`src/include/amux_pkg.sv`:
```
// Constants and carrier types for the converter input selector block
package amux_pkg;

  // Register pages and addresses
  localparam logic [3:0] PAGE_CHAN = 4'h0;
  localparam logic [3:0] PAGE_TEMP_OFFSET_VALUE = 4'hF;
  localparam logic [7:0] ADDR_INPUT_CHANNEL_SELECT = 8'hBB;
  localparam logic [7:0] ADDR_TEMP_OFFSET_HIGH_BYTE = 8'h86;
  localparam logic [7:0] ADDR_TEMP_OFFSET_LOW_BYTE = 8'h85;

  // Field layout
  localparam int CHAN_W = 5;
  localparam int OFFSET_W = 10;
  localparam int PORT0_PINS = 8;
  localparam int PORT1_PINS = 3;
  localparam int PORT1_FIRST_PIN = 4;
  localparam int OFFSET_HIGH_LSB = 2;
  localparam int OFFSET_LOW_POS = 6;

  // Reset values
  localparam logic [CHAN_W-1:0] CHAN_RESET = 5'h1F;
  localparam logic [7:0] RDATA_RESET = 8'h00;
  localparam logic [OFFSET_W-1:0] OFFSET_RESET = 10'h000;

  // Channel codes
  localparam logic [CHAN_W-1:0] CODE_PORT0_LAST = 5'h07;
  localparam logic [CHAN_W-1:0] CODE_PORT1_FIRST = 5'h0C;
  localparam logic [CHAN_W-1:0] CODE_TEMP = 5'h1B;
  localparam logic [CHAN_W-1:0] CODE_VBAT = 5'h1C;
  localparam logic [CHAN_W-1:0] CODE_VREG = 5'h1D;
  localparam logic [CHAN_W-1:0] CODE_VDD = 5'h1E;
  localparam logic [CHAN_W-1:0] CODE_GND = 5'h1F;

  typedef struct packed {
    logic [3:0] page;
    logic [7:0] addr;
    logic wr;
    logic rd;
    logic [7:0] wdata;
  } sfr_req_s;

  typedef struct packed {
    logic [PORT0_PINS-1:0] port0_sel;
    logic [PORT1_PINS-1:0] port1_sel;
    logic temp_sel;
    logic vbat_sel;
    logic vreg_sel;
    logic vdd_sel;
    logic gnd_sel;
  } amux_sel_s;

  typedef enum logic [0:0] {LOAD_WAIT, LOAD_DONE} offset_load_e;

endpackage : amux_pkg

```
`src/adc_input_select_temp_offset.sv`:
```
// Converter positive-input selector and factory temperature offset registers
`timescale 1ns/1ps
module adc_input_select_temp_offset
  import amux_pkg::*;
(
  // Clock and reset
  input wire logic clk_sys,
  input wire logic rst,
  // Special-function register port
  input wire sfr_req_s sfr_req,
  output logic [7:0] sfr_rdata,
  output logic sfr_hit,
  // Sensor enable from the reference control register, production offset fuses
  input wire logic temp_sensor_enable,
  input wire logic [OFFSET_W-1:0] temp_offset_value,
  // Analog switch controls
  output amux_sel_s amux_sel,
  output logic cap_discharge,
  output logic sensor_hiz,
  output logic sensor_valid
);

  logic [CHAN_W-1:0] positive_input_select_r;
  logic [CHAN_W-1:0] positive_input_select_nxt;
  logic [OFFSET_W-1:0] offset_r;
  logic [OFFSET_W-1:0] offset_nxt;
  offset_load_e load_r;
  offset_load_e load_nxt;
  logic [7:0] rdata_r;
  logic [7:0] rdata_nxt;
  logic hit_r;
  logic hit_nxt;
  amux_sel_s amux_r;
  amux_sel_s amux_nxt;
  logic discharge_r;
  logic discharge_nxt;
  logic hiz_r;
  logic hiz_nxt;
  logic valid_r;
  logic valid_nxt;
  amux_sel_s dec_sel;
  logic chan_hit;
  logic temp_offset_high_byte_hit;
  logic temp_offset_low_byte_hit;

  assign chan_hit = (sfr_req.page == PAGE_CHAN) && (sfr_req.addr == ADDR_INPUT_CHANNEL_SELECT);
  assign temp_offset_high_byte_hit = (sfr_req.page == PAGE_TEMP_OFFSET_VALUE) && (sfr_req.addr == ADDR_TEMP_OFFSET_HIGH_BYTE);
  assign temp_offset_low_byte_hit = (sfr_req.page == PAGE_TEMP_OFFSET_VALUE) && (sfr_req.addr == ADDR_TEMP_OFFSET_LOW_BYTE);

  amux_decode u_decode (
    .code(positive_input_select_r),
    .sel(dec_sel)
  );

  // Register file
  always_comb
  begin
    positive_input_select_nxt = positive_input_select_r;
    rdata_nxt = rdata_r;
    hit_nxt = hit_r;
    if (sfr_req.wr && chan_hit)
    begin
      positive_input_select_nxt = sfr_req.wdata[CHAN_W-1:0];
    end
    if (sfr_req.rd)
    begin
      hit_nxt = chan_hit || temp_offset_high_byte_hit || temp_offset_low_byte_hit;
      rdata_nxt = RDATA_RESET;
      if (chan_hit)
      begin
        rdata_nxt = {3'h0, positive_input_select_r};
      end
      else if (temp_offset_high_byte_hit)
      begin
        rdata_nxt = offset_r[OFFSET_W-1:OFFSET_HIGH_LSB];
      end
      else if (temp_offset_low_byte_hit)
      begin
        rdata_nxt = {offset_r[OFFSET_HIGH_LSB-1:0], 6'h00};
      end
    end
  end

  always_ff @(posedge clk_sys or posedge rst)
  begin
    if (rst)
    begin
      positive_input_select_r <= CHAN_RESET;
      rdata_r <= RDATA_RESET;
      hit_r <= 1'b0;
    end
    else
    begin
      positive_input_select_r <= positive_input_select_nxt;
      rdata_r <= rdata_nxt;
      hit_r <= hit_nxt;
    end
  end

  // Fuse value is caught once after reset release; the fuses may not be settled
  // while reset is asserted, and writes never reach it
  always_comb
  begin
    offset_nxt = offset_r;
    load_nxt = load_r;
    case (load_r)
      LOAD_WAIT:
      begin
        offset_nxt = temp_offset_value;
        load_nxt = LOAD_DONE;
      end
      LOAD_DONE:
      begin
        load_nxt = LOAD_DONE;
      end
      default:
      begin
        load_nxt = LOAD_WAIT;
      end
    endcase
  end

  always_ff @(posedge clk_sys or posedge rst)
  begin
    if (rst)
    begin
      offset_r <= OFFSET_RESET;
      load_r <= LOAD_WAIT;
    end
    else
    begin
      offset_r <= offset_nxt;
      load_r <= load_nxt;
    end
  end

  // Switch drive is registered so the analog switches never see decode glitches
  always_comb
  begin
    amux_nxt = dec_sel;
    discharge_nxt = dec_sel.gnd_sel;
    hiz_nxt = !temp_sensor_enable;
    valid_nxt = temp_sensor_enable && dec_sel.temp_sel;
  end

  always_ff @(posedge clk_sys or posedge rst)
  begin
    if (rst)
    begin
      amux_r <= '0;
      discharge_r <= 1'b0;
      hiz_r <= 1'b1;
      valid_r <= 1'b0;
    end
    else
    begin
      amux_r <= amux_nxt;
      discharge_r <= discharge_nxt;
      hiz_r <= hiz_nxt;
      valid_r <= valid_nxt;
    end
  end

  assign sfr_rdata = rdata_r;
  assign sfr_hit = hit_r;
  assign amux_sel = amux_r;
  assign cap_discharge = discharge_r;
  assign sensor_hiz = hiz_r;
  assign sensor_valid = valid_r;

  // Checks
  property p_chan_write;
    @(posedge clk_sys) disable iff (rst)
    (sfr_req.wr && chan_hit) |=> (positive_input_select_r == $past(sfr_req.wdata[4:0]));
  endproperty
  a_chan_write: assert property (p_chan_write)
    else $error("channel code not stored on write");

  property p_chan_read;
    @(posedge clk_sys) disable iff (rst)
    (sfr_req.rd && chan_hit) |=> (rdata_r[7:5] == 3'h0) && hit_r
      && (rdata_r[4:0] == $past(positive_input_select_r));
  endproperty
  a_chan_read: assert property (p_chan_read)
    else $error("channel register read wrong");

  property p_port0;
    @(posedge clk_sys) disable iff (rst)
    (positive_input_select_r <= CODE_PORT0_LAST)
      |=> (amux_r.port0_sel == 8'(8'h01 << $past(positive_input_select_r)))
        && !amux_r.gnd_sel;
  endproperty
  a_port0: assert property (p_port0)
    else $error("port 0 pin not selected");

  property p_reserved;
    @(posedge clk_sys) disable iff (rst)
    (((positive_input_select_r > CODE_PORT0_LAST) && (positive_input_select_r < 5'h0C))
      || (positive_input_select_r == 5'h0F)
      || ((positive_input_select_r >= 5'h10) && (positive_input_select_r < CODE_TEMP)))
      |=> (amux_r == '0);
  endproperty
  a_reserved: assert property (p_reserved)
    else $error("reserved code closed a switch");

  property p_temp_vbat;
    @(posedge clk_sys) disable iff (rst)
    ((positive_input_select_r == CODE_TEMP) |=> amux_r.temp_sel && !amux_r.vbat_sel)
      and ((positive_input_select_r == CODE_VBAT) |=> amux_r.vbat_sel && !amux_r.temp_sel);
  endproperty
  a_temp_vbat: assert property (p_temp_vbat)
    else $error("sensor or battery channel not routed");

  property p_ground;
    @(posedge clk_sys) disable iff (rst)
    (positive_input_select_r == CODE_GND) |=> amux_r.gnd_sel && cap_discharge
      && !amux_r.vdd_sel && !amux_r.temp_sel;
  endproperty
  a_ground: assert property (p_ground)
    else $error("ground code did not discharge");

  property p_reset_code;
    @(posedge clk_sys) disable iff (rst)
    (load_r == LOAD_WAIT) |-> (positive_input_select_r == CODE_GND) ##1 amux_r.gnd_sel;
  endproperty
  a_reset_code: assert property (p_reset_code)
    else $error("channel code not ground after reset");

  property p_sensor_hiz;
    @(posedge clk_sys) disable iff (rst)
    !temp_sensor_enable |=> sensor_hiz && !sensor_valid;
  endproperty
  a_sensor_hiz: assert property (p_sensor_hiz)
    else $error("disabled sensor not high impedance");

  property p_temp_offset_high_byte;
    @(posedge clk_sys) disable iff (rst)
    (sfr_req.rd && temp_offset_high_byte_hit) |=> (rdata_r == $past(offset_r[9:2]));
  endproperty
  a_temp_offset_high_byte: assert property (p_temp_offset_high_byte)
    else $error("offset high byte wrong");

  property p_temp_offset_low_byte;
    @(posedge clk_sys) disable iff (rst)
    (sfr_req.rd && temp_offset_low_byte_hit) |=> (rdata_r == {$past(offset_r[1:0]), 6'h00});
  endproperty
  a_temp_offset_low_byte: assert property (p_temp_offset_low_byte)
    else $error("offset low byte wrong");

  property p_offset_hold;
    @(posedge clk_sys) disable iff (rst)
    (load_r == LOAD_DONE) |=> $stable(offset_r) && (load_r == LOAD_DONE);
  endproperty
  a_offset_hold: assert property (p_offset_hold)
    else $error("offset changed after capture");

  c_temp: cover property (@(posedge clk_sys) disable iff (rst) sensor_valid);
  c_gnd_then_temp: cover property (@(posedge clk_sys) disable iff (rst)
    amux_r.gnd_sel ##1 amux_r.temp_sel);
  c_read_temp_offset_value: cover property (@(posedge clk_sys) disable iff (rst)
    sfr_req.rd && temp_offset_high_byte_hit ##2 sfr_req.rd && temp_offset_low_byte_hit);
  c_port1: cover property (@(posedge clk_sys) disable iff (rst) amux_r.port1_sel[2]);

endmodule : adc_input_select_temp_offset

```
`src/amux_decode.sv`:
```
// Decoder from the channel code to one-hot analog switch enables
`timescale 1ns/1ps
module amux_decode
  import amux_pkg::*;
(
  // Channel code
  input wire logic [CHAN_W-1:0] code,
  // Switch enables
  output amux_sel_s sel
);

  logic [PORT0_PINS-1:0] p0;
  logic [PORT1_PINS-1:0] p1;

  genvar i;
  generate
    for (i = 0; i < PORT0_PINS; i++)
    begin : g_port0
      assign p0[i] = (code == CHAN_W'(i));
    end
    for (i = 0; i < PORT1_PINS; i++)
    begin : g_port1
      assign p1[i] = (code == CHAN_W'(CODE_PORT1_FIRST + CHAN_W'(i)));
    end
  endgenerate

  // Reserved codes leave every switch open
  always_comb
  begin
    sel = '0;
    sel.port0_sel = p0;
    sel.port1_sel = p1;
    sel.temp_sel = (code == CODE_TEMP);
    sel.vbat_sel = (code == CODE_VBAT);
    sel.vreg_sel = (code == CODE_VREG);
    sel.vdd_sel = (code == CODE_VDD);
    sel.gnd_sel = (code == CODE_GND);
  end

endmodule : amux_decode

```
`config.mk`:
```
export PLATFORM = sky130hd
export DESIGN_NAME = adc_input_select_temp_offset
export DESIGN_NICKNAME = d
export VERILOG_FILES = /design/src/include/amux_pkg.sv /design/src/adc_input_select_temp_offset.sv /design/src/amux_decode.sv
export SDC_FILE = /design/constraint.sdc
export NUM_CORES = 1
export LEC_CHECK = 0
export ABC_AREA = 1
export BUFFER_PORTS_ARGS = -buffer_cell sky130_fd_sc_hd__buf_4
export CAP_MARGIN = 15
export CELL_PAD_IN_SITES_DETAIL_PLACEMENT = 1
export CELL_PAD_IN_SITES_GLOBAL_PLACEMENT = 1
export CORE_MARGIN = 2
export CORE_UTILIZATION = 30
export DETAILED_ROUTE_END_ITERATION = 16
export PLACE_DENSITY_LB_ADDON = 0.15
export SETUP_SLACK_MARGIN = 0.15
export SKIP_LAST_GASP = 1
export SYNTH_ARGS = -nofsm -noshare
export SYNTH_HDL_FRONTEND = slang
export SYNTH_SLANG_ARGS = --single-unit
```
`constraint.sdc`:
```
create_clock -name clk_sys -period 1.27 [get_ports clk_sys]
set_clock_uncertainty 0.05 [all_clocks]
set_input_delay 0.127 -clock clk_sys [delete_from_list [all_inputs] [get_ports clk_sys]]
set_output_delay 0.127 -clock clk_sys [all_outputs]
set_load 0.02 [all_outputs]
```
======== Word level (Yosys, flattened, before mapping) ========
Cells that the tools add are included.
word-level totals
  input bits .............................. 35
  flip-flop bits (word level) ............. 43
operators by class
  reduce and logical (&&, ||, !) cells .... 10
  eq/ne operators ......................... 19
  mux-type cells .......................... 3
operators with widths
  operator            count
  $eq 5x5->1 const B  5
  $eq 8x8->1 const B  3
  $mux 8              3
  $eq 5x3->1 const B  4
  $eq 5x4->1 const B  3
  $eq 5x2->1 const B  2
  $eq 5x1->1 const B  1
  $logic_and 1x1->1   5
  $logic_not 5->1     1
  $eq 4x4->1 const B  1
  $logic_not 4->1     1
  $logic_or 1x1->1    2
  $logic_not 1->1     1

======== Logic depth before layout (Yosys ltp) ========
  word-level depth ........................ 5
  depth in mapped cells ................... 8
  depth with buffers taken out ............ 8

======== By module ========
Synthesis repeated with hierarchy kept, for this count alone.
unflattened totals
  cell total of the unflattened synthesis .. 198
  area, all modules ....................... 1924.3 um2
by module, submodules not included
  module                        cells an instance  instances  sequential area each (um2)  area each (um2)
  adc_input_select_temp_offset  166                1          1083.5                      1794.2
  amux_decode                   32                 1          0.0                         130.1

======== Worst setup path after synthesis ========
OpenSTA, ideal clock, no wires.
  path kind ............................... flip-flop to flip-flop
  from .................................... register load_r
  to ...................................... register offset_r[0]
  data required time ...................... 1.095 ns
  buffers on the path ..................... 1
  period minus slack after synthesis ...... 1.003 ns
  path slack .............................. 0.267 ns
  library setup time ...................... 0.125 ns
  cell stages (with the launch flop) ...... 3
  arrival ................................. 0.828 ns
  cells stage by stage .................... dfrtp_1 -> buf_2 -> mux2_2
RTL lines
  element                 RTL line                             source
  start, declared         adc_input_select_temp_offset.sv:27   offset_load_e load_r;
  start signal, assigned  adc_input_select_temp_offset.sv:133  load_r <= load_nxt;
  end signal, assigned    adc_input_select_temp_offset.sv:132  offset_r <= offset_nxt;
  end, declared           adc_input_select_temp_offset.sv:25   logic [OFFSET_W-1:0] offset_r;
No word-level cell between the ends.

======== Worst setup path after layout ========
  from .................................... register hiz_r (netlist: sensor_hiz)
  to ...................................... output port sensor_hiz
RTL lines
  element                 RTL line                             source
  start, declared         adc_input_select_temp_offset.sv:37   logic hiz_r;
  start signal, assigned  adc_input_select_temp_offset.sv:159  hiz_r <= hiz_nxt;
  end, declared           adc_input_select_temp_offset.sv:19   output logic sensor_hiz,
No word-level cell between the ends.

==> summary.txt <==
Final layout
  – Ant. Diodes: 0
  – Non-filler cells, final: 347
  – Fin nets: 306
  – Area Growth Syn to Fin: 42.1%
  – Area of the multi-input gates: 666 µm²
  – Reg area: 1080 µm²
  – Layout cell share with drive strength beyond 1: 35.3%
  – Fill cell instance count of the final layout: 706
  – Post-layout instance area: 2610 µm²

Floorplanning
  – Die X: 82.3 µm
  – Die area: 6770 µm²
  – Core footprint: 5920 µm²
  – Row count: 28
  – Initial core utilization: 31.0%
  – Io pins: 63
  – Die height: 82.3 µm

Timing
  – Hold slack: 0.0135 ns
  – Max Freq: 899 MHz
  – Final worst path period need: 1.11 ns
  – Fin. max-slew vios: 0
  – Final hold viol count: 0
  – Ratio of final minimum period to clock period: 87.6%
  – Setup TNS: 0 ns
  – Fin worst setup slack: 0.158 ns
  – Final setup fails: 0
  – Unrepaired setup endpoints after global routing: true

Yosys
  – Synth async-reset ratio: 100%
  – Mapped Cells: 195
  – Post-synth top area share: 50.4%
  – Synth cell count leaders: nand2_1 (55), dfrtp_1 (37), nor2_1 (27)
  – Syn nets: 230
  – Number of flops mapped to enable cells by yosys: 0
  – Synth area leader: dfrtp_1
  – #FFs+latches synth: 43
  – Register area share after synthesis: 59.0%
  – Syn Std Cell Area: 1840 µm²
  – Syn avg cell area: 9.43 µm²
  – Ys Warns: 0
  – Synth top area cells: dfrtp_1 (50%), nand2_1 (11%), dfstp_2 (8.6%)
  – Count of unique library cells instantiated by Yosys: 21
  – Main flop type after synthesis: dfrtp_1
  – Most frequent cell after synthesis: nand2_1

Critical path
  – CP max stage delay: 0.53 ns
  – Crit path launch type: flop
  – Reg2reg start: positive_input_select_r[3]
  – Req. time, crit path: 1.09 ns
  – Terminus of the critical flop-to-flop path: sensor_valid
  – CP Capture Type: output pin
  – Crit-path cells: buf_6
  – Reg2Reg Setup Slack: 0.21 ns
  – Critical path buffer and inverter count: 1
  – WP data arrival: 0.94 ns
  – Crit path to: sensor_hiz
  – Worst Setup SP: sensor_hiz
  – Slowest CP cell: dfstp_2
  – CP max FO: 1
  – Levels on crit path: 1
  – Worst reg2reg path depth: 2
  – Crit Path Category: reg -> out
  – Cell class contributing the biggest share of worst-path delay: flip-flops

Place
  – Gpl congestion: 0.708
  – # port buffers: 59
  – DP Area: 2400 µm²
  – Inst Count DP: 328
  – Pre-CTS setup slack: 0.108 ns
  – DP HPWL: 3440 µm

Clock network
  – Clock sinks: 43
  – Clock slew at the register clock pins of the worst setup and hold paths: 0.08 ns
  – Cts bufs inserted: 5
  – CTS max path bufs: 2
  – CTS tree: yes
  – # H-tree levels: 2
  – Root Driver: clkbuf_8
  – Clock Latency Late Sink: 0.30 ns

GRT
  – Grt total ovfl: 0
  – Initial antenna violation count: 0
  – Pin count of the biggest net entering global routing: 44
  – First-pass GRT wire length: 7630 µm
  – Vias in the first global route: 1629
  – Total Routing Usage GR: 15.3%

Drt
  – Top sig layer: met4
  – Met1 WL: 2180 µm
  – WL per Instance: 13.5 µm
  – Vias post-DR: 1577
  – Drt initial violations: 25
  – Routed vias/inst: 4.54
  – DRC violations left: 0
  – Post-route ant nets: 0
  – Met3 Wirelength: 276 µm
  – Met2 WL: 2180 µm
  – WL final: 4690 µm
  – First drt pass iteration count: 4

Power
  – Leakage: 1.39 nW
  – VDD IR max: 374 µV
  – Pwr dens: 988 nW/µm²

Hold path
  – Worst Hold Depth: 2
  – Worst min path class: in -> reg

Flow run
  – Max-cap check violation count: 0

Status
  – Status: finished, final reports clean
==> layout make-up <==
class	count	area share, %
clock inverter	2	0.479
inverter	20	3.02
sequential	43	41.5
tap	75	3.59
multi-input combinational	128	25.5
clock buffer	6	2.78
timing repair buffer	73	23.1
==> flip-flops by register name (all words and copies together) (netlist names) <==
signal,cells
load_r,1
cap_discharge,1
sfr_hit,1
sfr_rdata,8
sensor_valid,1
sensor_hiz,1
positive_input_select_r,5
amux_sel,15
offset_r,10
==> power breakdown <==
part / internal, mW / total, mW / switching (mW)
Combinational: 0.150 / 0.279 / 0.129
Sequential: 1.41 / 1.44 / 0.0250
Clock: 0.385 / 0.864 / 0.479
==> through the flow <==
stage	power [mW]	util, %
after global routing	2.71	44.1
after floorplan	1.58	-
after global placement	1.71	40.5
after detailed placement	1.72	40.5
after CTS	2.62	43.5
final	2.58	44.1
==> layout by cell type, fill, tap and decap left out <==
master	count
buf_6	1
buf_12	2
dfrtp_1	37
nor2_1	27
clkbuf_8	5
buf_4	59
inv_1	18
conb_1	1
nand3_1	4
nor4_1	1
nor2_8	1
o21ai_1	3
nand2_1	55
inv_2	1
nor2_2	4
o21ai_0	2
clkbuf_1	1
dfstp_2	6
nand4_1	13
clkinvlp_4	2
clkinv_2	1
dlygate4sd3_1	11
and2_1	1
nand3_4	1
nand3_2	3
nor3_1	2
mux2_2	10
==> cell families after synthesis <==
kind of cell,synth area share [%]
buffers and inverters,5.65
and+or+nand+nor,27.7
DFF,59.0
AOI/OAI and AO/OA,1.36
other,0.204
muxes,6.13
==> metal layers <==
metal  GRT usage (%)  vias up
met5               0        -
met4            4.50        0
li1                -      771
met3            5.00        5
met2            23.9       39
met1            20.2      762
==> how the worst min path moves through the flow <==
stage	slack [ns]	end	start
after global placement	0.15	load_r	rst
after floorplan	0.07	amux_sel[10]	rst
after global routing	0.001	offset_r[7]	temp_offset_value[7]
final	0.01	offset_r[5]	temp_offset_value[5]
after CTS	0.002	offset_r[5]	temp_offset_value[5]
after detailed placement	0.15	load_r	rst
==> timing repair <==
action,in CTS,in global routing
cloned,0,0
setup buffers,0,0
endpoints found under the hold margin,45,2
resized for setup,1,3
endpoints found under the setup margin,1,12
hold buffers,9,2
pin swaps,0,1
(Power assumes the default switching activity.)
